--- src/shared/switch_global_control_pkg.sv ---
// package: register map, field layout, reset values and aging timing
package switch_global_control_pkg;
  // register byte offsets (printed offsets are not all multiples of four: index times four)
  localparam logic [7:0] IDX_GC_FIRST = 8'h02;
  localparam logic [7:0] IDX_GC_SECOND = 8'h03;
  localparam logic [7:0] IDX_AGE_STATUS = 8'h04;
  localparam logic [9:0] ADDR_GC_FIRST = {IDX_GC_FIRST, 2'b00};
  localparam logic [9:0] ADDR_GC_SECOND = {IDX_GC_SECOND, 2'b00};
  localparam logic [9:0] ADDR_AGE_STATUS = {IDX_AGE_STATUS, 2'b00};
  localparam int ADDR_W = 10;
  // first register fields
  localparam int B_ALT_BACKOFF = 7;
  localparam int B_FC_PASS = 3;
  localparam int B_LINK_AGE = 0;
  // second register fields
  localparam int B_PASS_ALL = 7;
  localparam int B_TX_FC = 5;
  localparam int B_RX_FC = 4;
  localparam int B_LEN_CHECK = 3;
  localparam int B_AGE_EN = 2;
  localparam int B_FAST_AGE = 1;
  localparam int B_AGGR_BACKOFF = 0;
  // reset values; aging enable bit is replaced from the strap
  localparam logic [7:0] RST_GC_FIRST = 8'h44;
  localparam logic [7:0] RST_GC_SECOND = 8'h30;
  // frame length check threshold
  localparam logic [15:0] LEN_TYPE_LIMIT = 16'h05dc;
  // aging timing at 100 MHz
  localparam longint CLK_HZ = 100000000;
  localparam longint FAST_AGE_US = 800;
  localparam longint NORMAL_AGE_S = 200;
  // longest time: round down
  localparam longint FAST_AGE_CYC = (FAST_AGE_US * CLK_HZ) / 1000000;
  localparam longint NORMAL_AGE_CYC = NORMAL_AGE_S * CLK_HZ;
  localparam int PORTS = 3;
  localparam logic [1:0] RESP_OKAY = 2'b00;
  localparam logic [1:0] RESP_SLVERR = 2'b10;
  typedef enum logic [1:0] {AGE_NORMAL, AGE_FAST, AGE_LINK_PASS} age_mode_e;
endpackage

--- src/hw/age_timer.sv ---
// aging tick generator: normal, fast and one-shot link-change pass
`timescale 1ns/10ps
module age_timer
  import switch_global_control_pkg::*;
#(
  parameter logic [34:0] NORMAL_CYC = 35'(NORMAL_AGE_CYC),
  parameter logic [34:0] FAST_CYC = 35'(FAST_AGE_CYC)
)
(
  // clock and reset
  input wire logic aclk,
  input wire logic aresetn,
  // control
  input wire logic age_en,
  input wire logic fast_en,
  input wire logic link_pass_start,
  input wire logic flush_all,
  // results
  output logic age_tick,
  output logic flush_tick,
  output logic link_pass_busy
);
  logic [34:0] cnt_reg;
  logic busy_reg;
  logic tick_reg;
  logic flush_reg;
  logic [34:0] period;

  assign period = (fast_en || busy_reg) ? FAST_CYC : NORMAL_CYC;

  always_ff @(posedge aclk)
  begin
    if (!aresetn)
      cnt_reg <= '0;
    else if (!age_en || link_pass_start)
      cnt_reg <= '0;
    else if (cnt_reg >= period - 35'd1)
      cnt_reg <= '0;
    else
      cnt_reg <= cnt_reg + 35'd1;
  end

  always_ff @(posedge aclk)
  begin
    if (!aresetn)
      tick_reg <= 1'b0;
    else
      tick_reg <= age_en && !link_pass_start && (cnt_reg >= period - 35'd1);
  end

  // one fast pass after link loss, then back to normal period
  always_ff @(posedge aclk)
  begin
    if (!aresetn)
      busy_reg <= 1'b0;
    else if (link_pass_start && age_en)
      busy_reg <= 1'b1;
    else if (busy_reg && (tick_reg || !age_en))
      busy_reg <= 1'b0;
  end

  always_ff @(posedge aclk)
  begin
    if (!aresetn)
      flush_reg <= 1'b0;
    else
      flush_reg <= flush_all;
  end

  assign age_tick = tick_reg;
  assign flush_tick = flush_reg;
  assign link_pass_busy = busy_reg;
endmodule

--- src/hw/switch_global_control.sv ---
// global control registers: back-off, flow control, filtering and aging control
`timescale 1ns/10ps
// Notes on behaviour
// - bit 7 of first register selects the alternative back-off algorithm
// - flow-control pass bit forwards flow-control frames, else they are discarded
// - link loss with link-change aging starts one fast pass, then normal
// - any port losing its cable ages out the whole address table
// - pass-all forwards errored frames, only while sniffer mode is active
// - transmit flow-control bit clear means no PAUSE frames generated
// - receive flow-control bit clear means received PAUSE frames ignored
// - length check drops frames with Length/Type below 1500 and mismatching
// - aging enable resets to inverse of strap pin sampled during reset
// - fast-age bit shortens aging period to about 800 us
// - aggressive back-off bit makes half-duplex ports back off aggressively
module switch_global_control
  import switch_global_control_pkg::*;
#(
  parameter logic [34:0] NORMAL_CYC = 35'(NORMAL_AGE_CYC),
  parameter logic [34:0] FAST_CYC = 35'(FAST_AGE_CYC)
)
(
  // clock and reset
  input wire logic aclk,
  input wire logic aresetn,
  // axi4-lite write address
  input wire logic [ADDR_W-1:0] s_axi_awaddr,
  input wire logic s_axi_awvalid,
  output logic s_axi_awready,
  // axi4-lite write data
  input wire logic [31:0] s_axi_wdata,
  input wire logic [3:0] s_axi_wstrb,
  input wire logic s_axi_wvalid,
  output logic s_axi_wready,
  // axi4-lite write response
  output logic [1:0] s_axi_bresp,
  output logic s_axi_bvalid,
  input wire logic s_axi_bready,
  // axi4-lite read address
  input wire logic [ADDR_W-1:0] s_axi_araddr,
  input wire logic s_axi_arvalid,
  output logic s_axi_arready,
  // axi4-lite read data
  output logic [31:0] s_axi_rdata,
  output logic [1:0] s_axi_rresp,
  output logic s_axi_rvalid,
  input wire logic s_axi_rready,
  // strap and link state pins
  input wire logic aging_strap_pin,
  input wire logic [PORTS-1:0] port_link_up,
  // datapath status
  input wire logic sniffer_active,
  // frame classification from the datapath
  input wire logic frame_is_fc,
  input wire logic frame_is_errored,
  input wire logic [15:0] frame_len_type,
  input wire logic [15:0] frame_payload_len,
  // controls to the datapath
  output logic alt_backoff,
  output logic aggr_backoff,
  output logic pause_tx_en,
  output logic pause_rx_en,
  output logic frame_drop,
  // aging controls to the address table
  output logic age_tick,
  output logic age_flush,
  output logic link_pass_busy
);
  logic [7:0] gc_first_reg;
  logic [7:0] gc_second_reg;
  logic [1:0] strap_rst_reg;
  logic [PORTS-1:0] link_s1_reg;
  logic [PORTS-1:0] link_s2_reg;
  logic [PORTS-1:0] link_prev_reg;
  logic strap_loaded_reg;
  logic aw_held_reg;
  logic w_held_reg;
  logic [ADDR_W-1:0] awaddr_reg;
  logic [31:0] wdata_reg;
  logic [3:0] wstrb_reg;
  logic bvalid_reg;
  logic [1:0] bresp_reg;
  logic rvalid_reg;
  logic [31:0] rdata_reg;
  logic [1:0] rresp_reg;
  logic link_lost;
  logic do_write;
  logic len_mismatch;
  logic pass_all;

  // ------------------------------------------------------------
  // input synchronisers
  // ------------------------------------------------------------
  always_ff @(posedge aclk)
  begin
    if (!aresetn)
    begin
      link_s1_reg <= '0;
      link_s2_reg <= '0;
    end
    else
    begin
      link_s1_reg <= port_link_up;
      link_s2_reg <= link_s1_reg;
    end
  end

  // strap keeps sampling during reset; pin internally pulled down
  always_ff @(posedge aclk)
  begin
    strap_rst_reg <= {strap_rst_reg[0], aging_strap_pin};
  end

  always_ff @(posedge aclk)
  begin
    if (!aresetn)
      link_prev_reg <= '0;
    else
      link_prev_reg <= link_s2_reg;
  end

  assign link_lost = |(link_prev_reg & ~link_s2_reg);

  // ------------------------------------------------------------
  // write channel
  // ------------------------------------------------------------
  assign s_axi_awready = !aw_held_reg && !bvalid_reg;
  assign s_axi_wready = !w_held_reg && !bvalid_reg;
  assign do_write = aw_held_reg && w_held_reg && !bvalid_reg;

  always_ff @(posedge aclk)
  begin
    if (!aresetn)
    begin
      aw_held_reg <= 1'b0;
      awaddr_reg <= '0;
    end
    else if (s_axi_awvalid && s_axi_awready)
    begin
      aw_held_reg <= 1'b1;
      awaddr_reg <= s_axi_awaddr;
    end
    else if (do_write)
      aw_held_reg <= 1'b0;
  end

  always_ff @(posedge aclk)
  begin
    if (!aresetn)
    begin
      w_held_reg <= 1'b0;
      wdata_reg <= '0;
      wstrb_reg <= '0;
    end
    else if (s_axi_wvalid && s_axi_wready)
    begin
      w_held_reg <= 1'b1;
      wdata_reg <= s_axi_wdata;
      wstrb_reg <= s_axi_wstrb;
    end
    else if (do_write)
      w_held_reg <= 1'b0;
  end

  always_ff @(posedge aclk)
  begin
    if (!aresetn)
    begin
      bvalid_reg <= 1'b0;
      bresp_reg <= RESP_OKAY;
    end
    else if (do_write)
    begin
      bvalid_reg <= 1'b1;
      bresp_reg <= (awaddr_reg == ADDR_GC_FIRST || awaddr_reg == ADDR_GC_SECOND ||
                    awaddr_reg == ADDR_AGE_STATUS) ? RESP_OKAY : RESP_SLVERR;
    end
    else if (s_axi_bready)
      bvalid_reg <= 1'b0;
  end

  assign s_axi_bvalid = bvalid_reg;
  assign s_axi_bresp = bresp_reg;

  // ------------------------------------------------------------
  // control registers
  // ------------------------------------------------------------
  always_ff @(posedge aclk)
  begin
    if (!aresetn)
      gc_first_reg <= RST_GC_FIRST;
    else if (do_write && awaddr_reg == ADDR_GC_FIRST && wstrb_reg[0])
      gc_first_reg <= wdata_reg[7:0];
  end

  // aging enable default is loaded once after reset from the strap
  always_ff @(posedge aclk)
  begin
    if (!aresetn)
    begin
      gc_second_reg <= RST_GC_SECOND;
      strap_loaded_reg <= 1'b0;
    end
    else if (!strap_loaded_reg)
    begin
      gc_second_reg[B_AGE_EN] <= ~strap_rst_reg[1];
      strap_loaded_reg <= 1'b1;
    end
    else if (do_write && awaddr_reg == ADDR_GC_SECOND && wstrb_reg[0])
      gc_second_reg <= wdata_reg[7:0];
  end

  // ------------------------------------------------------------
  // read channel
  // ------------------------------------------------------------
  assign s_axi_arready = !rvalid_reg;

  always_ff @(posedge aclk)
  begin
    if (!aresetn)
    begin
      rvalid_reg <= 1'b0;
      rdata_reg <= '0;
      rresp_reg <= RESP_OKAY;
    end
    else if (s_axi_arvalid && s_axi_arready)
    begin
      rvalid_reg <= 1'b1;
      rresp_reg <= RESP_OKAY;
      case (s_axi_araddr)
        ADDR_GC_FIRST: rdata_reg <= {24'h000000, gc_first_reg};
        ADDR_GC_SECOND: rdata_reg <= {24'h000000, gc_second_reg};
        ADDR_AGE_STATUS: rdata_reg <= {30'h0, strap_loaded_reg, link_pass_busy};
        default:
        begin
          rdata_reg <= '0;
          rresp_reg <= RESP_SLVERR;
        end
      endcase
    end
    else if (s_axi_rready)
      rvalid_reg <= 1'b0;
  end

  assign s_axi_rvalid = rvalid_reg;
  assign s_axi_rdata = rdata_reg;
  assign s_axi_rresp = rresp_reg;

  // ------------------------------------------------------------
  // datapath controls
  // ------------------------------------------------------------
  assign alt_backoff = gc_first_reg[B_ALT_BACKOFF];
  assign aggr_backoff = gc_second_reg[B_AGGR_BACKOFF];
  assign pause_tx_en = gc_second_reg[B_TX_FC];
  assign pause_rx_en = gc_second_reg[B_RX_FC];
  assign pass_all = gc_second_reg[B_PASS_ALL] && sniffer_active;

  assign len_mismatch = gc_second_reg[B_LEN_CHECK] && (frame_len_type < LEN_TYPE_LIMIT) &&
                        (frame_len_type != frame_payload_len);

  assign frame_drop = !pass_all &&
                      ((frame_is_fc && !gc_first_reg[B_FC_PASS]) || frame_is_errored || len_mismatch);

  // ------------------------------------------------------------
  // aging
  // ------------------------------------------------------------
  age_timer #(
    .NORMAL_CYC(NORMAL_CYC),
    .FAST_CYC(FAST_CYC)
  ) u_age_timer (
    .aclk(aclk),
    .aresetn(aresetn),
    .age_en(gc_second_reg[B_AGE_EN]),
    .fast_en(gc_second_reg[B_FAST_AGE]),
    .link_pass_start(link_lost && gc_first_reg[B_LINK_AGE]),
    .flush_all(link_lost),
    .age_tick(age_tick),
    .flush_tick(age_flush),
    .link_pass_busy(link_pass_busy)
  );
endmodule

--- config.mk ---
export PLATFORM = sky130hd
export DESIGN_NAME = switch_global_control
export DESIGN_NICKNAME = d
export VERILOG_FILES = /design/src/shared/switch_global_control_pkg.sv /design/src/hw/age_timer.sv /design/src/hw/switch_global_control.sv
export SDC_FILE = /design/constraint.sdc
export NUM_CORES = 1
export LEC_CHECK = 0
export ABC_AREA = 1
export BUFFER_PORTS_ARGS = -buffer_cell sky130_fd_sc_hd__buf_2
export CAP_MARGIN = 20
export CORE_MARGIN = 10
export CORE_UTILIZATION = 52
export DETAILED_ROUTE_END_ITERATION = 8
export PLACE_DENSITY = 0.8
export SLEW_MARGIN = 30
export SYNTH_ARGS = -nofsm -noshare
export SYNTH_HDL_FRONTEND = slang
export SYNTH_SLANG_ARGS = --single-unit
export TNS_END_PERCENT = 1
--- constraint.sdc ---
create_clock -name aclk -period 2 [get_ports aclk]
set_input_delay 0.2 -clock aclk [delete_from_list [all_inputs] [get_ports aclk]]
set_output_delay 0.2 -clock aclk [all_outputs]
set_load 0.01 [all_outputs]
==> impl_table.tex <==
\begin{tabular}{lr}
\hline
Metric & Value \\
\hline
\multicolumn{2}{l}{\textbf{Outcome}} \\
\quad Outcome & finished, violations left \\
\quad Failing checks & setup timing \\
\multicolumn{2}{l}{\textbf{Global routing}} \\
\quad Grt met2 use & 28.8\% \\
\quad Pin count of the biggest net entering global routing & 27 \\
\quad Gr usage total & 17.2\% \\
\quad Grt total ovfl & 0 \\
\quad Vias in the first global route & 4,679 \\
\quad Number of antenna violations at the first check in global routing & 0 \\
\quad Met1 Usage GRT & between 20 and 25\% \\
\quad Met3 Use GR & 5.17\% \\
\quad Global route hottest layer & met2 \\
\quad Wire length of the first global-routing pass & 21,100 um \\
\multicolumn{2}{l}{\textbf{Synth}} \\
\quad Sequential cell area fraction in the yosys report & between 30 and 40\% \\
\quad Mapped Cells & 762 \\
\quad Mean post-synth cell area & 6.88 um\^{}2 \\
\quad Area share of the largest cell type after synthesis & 37.8\% \\
\quad Total number of yosys warnings & 0 \\
\quad Most common flop cell mapped by yosys & sky130\_fd\_sc\_hd\_\_dfxtp\_1 \\
\quad Post-synthesis cell type count & 34 \\
\quad Synth top area cells & sky130\_fd\_sc\_hd\_\_dfxtp\_1, sky130\_fd\_sc\_hd\_\_nand2\_1, sky130\_fd\_sc\_hd\_\_nor2\_1 \\
\quad Netlist area before placement & 5240 um\^{}2 \\
\quad Fraction of registers with async set or reset after synthesis & 0\% \\
\quad Count of state elements after synthesis & approximately 100 \\
\quad Cell type with the largest total area after synthesis & sky130\_fd\_sc\_hd\_\_dfxtp\_1 \\
\quad Count of flip-flops with a built-in enable after synthesis & 0 \\
\multicolumn{2}{l}{\textbf{Critical path}} \\
\quad R2R Path Start & gc\_second\_reg[1] \\
\quad Worst EP required & 2.26 ns \\
\quad Critical path launch point & gc\_second\_reg[1] \\
\quad WP data arrival & 2.32 ns \\
\quad Startpoint type of the worst setup path & flip-flop \\
\quad Largest fanout of any net on the critical path & 6 \\
\quad Sort of element at the end of the critical path & flip-flop \\
\quad Category of the most critical setup path & reg2reg \\
\multicolumn{2}{l}{\textbf{Die}} \\
\quad Number of I/O pins & approximately 150 \\
\quad Die width & about 120 um \\
\quad Vert. Die Dim & approximately 120 um \\
\quad Area inside the core boundary & 9770 um\^{}2 \\
\quad Die Outline Area & 14,500 um\^{}2 \\
\quad Initial standard-cell utilization of the core & between 50\% and 60\% \\
\quad Site Rows & 36 \\
\multicolumn{2}{l}{\textbf{Pwr}} \\
\quad Peak supply drop & 0.558 mV \\
\quad Relative contribution of combinational cells to total power & 10.1\% \\
\quad Power dissipated by switching net loads & $\sim$1000 uW \\
\quad Clk network pwr share & about a third \\
\quad Leakage dissipation & 0.00273 uW \\
\quad Net switching fraction of the power & between 20\% and 30\% \\
\quad Share of power burned in registers & between 50\% and 60\% \\
\quad Total power density per cell area & 566 nW/um\^{}2 \\
\quad Internal Pwr Total & about 2700 uW \\
\multicolumn{2}{l}{\textbf{Clocking}} \\
\quad Worst skew pair latency & 0.37 ns \\
\quad Clock Tree Root & sky130\_fd\_sc\_hd\_\_clkbuf\_8 \\
\quad Num Clock Sinks & 99 \\
\quad Number of buffers created by CTS & 9 \\
\quad Max Root-Sink Buffers & 2 \\
\quad Total number of H-tree levels & 3 \\
\quad Clock tree from TritonCTS & yes \\
\quad Clock Pin Slew Worst Setup and Hold Paths & around 0.1 ns \\
\multicolumn{2}{l}{\textbf{Place}} \\
\quad Final RePlAce weighted congestion & 0.951 \\
\quad Worst slack at placement & -0.0461 ns \\
\quad Estimated wirelength of the detail-placed design & 9970 um \\
\quad Number of buffers inserted by port buffering & 97 \\
\multicolumn{2}{l}{\textbf{Layout}} \\
\quad Share of final-layout standard cells stronger than drive strength 1 & 24.3\% \\
\quad Net count reported at finish & 999 \\
\quad Area growth from synthesis to layout & 23.6\% \\
\quad Share of the core filled with cells in the final layout & around 66\% \\
\quad Number of flip-flops in the largest register & 35 \\
\quad Diodes inserted & 0 \\
\quad Filler Cells Inserted & between 800 and 900 \\
\multicolumn{2}{l}{\textbf{Timing}} \\
\quad RSZ-0062 raised after global routing & true \\
\quad Total of endpoints with negative setup slack in the final report & 31 \\
\quad Tightest Pin Transition & 0.542 ns \\
\quad Worst slew margin relative to its limit & 63.6\% \\
\quad Hold Violations, Final & 0 \\
\quad Final number of max-transition violations & 0 \\
\quad Setup ws final & -0.0623 ns \\
\quad Maximum clock frequency & 0.485 GHz \\
\quad Fin crit share & 103\% \\
\quad Worst Skew & 0.0114 ns \\
\quad Time the worst path needs with I/O delays and setup & roughly 2.1 ns \\
\multicolumn{2}{l}{\textbf{Hold path}} \\
\quad Min-Delay Path Class & in2reg \\
\quad Worst min-delay path startpoint & s\_axi\_bready \\
\multicolumn{2}{l}{\textbf{Routing}} \\
\quad WL/cell & 13.5 um \\
\quad Number of design rule violations left after detail routing & 0 \\
\quad Post-detailed-route via-to-cell ratio & $\sim$4.9 \\
\quad Total Routed Length & 13,900 um \\
\quad Number of antenna-violating nets in the routed design & 0 \\
\quad Iter 0 DRT Violations & 378 \\
\quad Vias & around 5,100 \\
\quad Initial DRT Pass Iterations & 7 \\
\multicolumn{2}{l}{\textbf{Run}} \\
\quad Max\_cap viols & 0 \\
\hline
\end{tabular}
[power by group through the flow]
stage               Combinational, uW  Sequential, uW  Clock (uW)
CTS                               348            2060        1250
global route                      419            2070        1320
floorplan                         245            2100           0
detailed placement                341            2110           0
finish                            369            2070        1230
global placement                  333            2110           0
[cell usage after synthesis, drive strengths merged, types with 8 or more instances]
| cell type | count |
|---|---|
| nor3 | 16 |
| clkbuf | 11 |
| o21ai | 38 |
| buf | 30 |
| nand2 | 154 |
| xor2 | 25 |
| nand3 | 27 |
| dfxtp | 99 |
| inv | 105 |
| a21oi | 36 |
| nand4 | 17 |
| xnor2 | 17 |
| ha | 8 |
| nor2 | 140 |
[worst max-delay path, cell delays in order, from the launching register on]
cell and delay, ns:
sky130_fd_sc_hd__dfxtp_2 0.35, sky130_fd_sc_hd__inv_4 0.08, sky130_fd_sc_hd__nand2_8 0.09, sky130_fd_sc_hd__ha_4 0.29, sky130_fd_sc_hd__nand3_1 0.07, sky130_fd_sc_hd__nor2_1 0.18
sky130_fd_sc_hd__nand2_1 0.10, sky130_fd_sc_hd__nor2_1 0.11, sky130_fd_sc_hd__nand2_1 0.07, sky130_fd_sc_hd__nor2_2 0.15, sky130_fd_sc_hd__nor2_4 0.07, sky130_fd_sc_hd__nand3_4 0.15
sky130_fd_sc_hd__clkbuf_16 0.20, sky130_fd_sc_hd__nor2_2 0.04
[cells by family after synthesis]
kind of cell	share of synthesized area (%)
flip-flops	37.8
buffers and inverters	13.0
adder cells (fa/ha/maj)	1.91
AND/OR/NAND/NOR	30.5
other	0.0715
AO/OA/AOI/OAI	9.74
XOR/XNOR	7.02
[cell usage in the layout (no fill, tap or decap), drive strengths merged, types with 2 or more instances in the layout]
master	count
a21boi	2
a21oi	36
and3	4
buf	124
clkbuf	13
clkinv	2
conb	26
dfxtp	99
dlygate4sd3	4
ha	8
inv	109
nand2	155
nand3	27
nand4	17
nor2	140
nor3	16
nor3b	2
nor4	6
o211ai	6
o21ai	38
o21bai	5
o22ai	2
or2	5
xnor2	17
xor2	25
[metal layers]
| layer | routed length [um] | share of wire, % | vias to the layer above |
|---|---|---|---|
| li1 | - | - | 2610 |
| met1 | 5970 | 43 | 2253 |
| met2 | 6580 | 47 | 191 |
| met3 | 1040 | 7.5 | 28 |
| met4 | 274 | 2.0 | 0 |
| met5 | 0 | 0 | - |
[stage by stage]
stage	instance area (um^2)	TNS (ns)	instances	hold slack (ns)	power (uW)
final	6480	-1.23	1027	0.0653	3670
after global routing	6480	-4.99	1027	0.0686	3820
after CTS	6090	0	1015	0.0545	3660
after detailed placement	5860	-0.824	995	0.314	2450
after global placement	5860	-0.361	995	0.311	2440
after floorplan	5340	0	787	0.228	2350
[what timing repair did]
action                     CTS  global route
hold buffers                 4             0
hold endpoints to repair     4             0
cloned                       0             6
setup buffers                0             6
setup endpoints to repair   35            39
pin swaps                    0            18
gates resized for setup      2            67
[cell type report]
| type | instances | area (um^2) | area share, % |
|---|---|---|---|
| Multi-Input combinational cell | 542 | 2910 | 44.8 |
| Sequential cell | 99 | 1980 | 30.6 |
| Timing Repair Buffer | 131 | 840 | 13.0 |
| Inverter | 106 | 403 | 6.22 |
| Tap cell | 133 | 166 | 2.57 |
| Clock buffer | 10 | 128 | 1.97 |
| Clock inverter | 6 | 53.8 | 0.830 |
[final timing paths]
path | endpoint | cells after the start | slack [ns]
setup / recovery | u_age_timer.cnt_reg[2] | 13 | -0.06
hold / removal | s_axi_bvalid | 4 | 0.07
setup reg to reg | u_age_timer.cnt_reg[2] | 13 | -0.06
hold reg to reg | strap_rst_reg[1] | 0 | 0.34
Power figures use the tool's default switching activity.
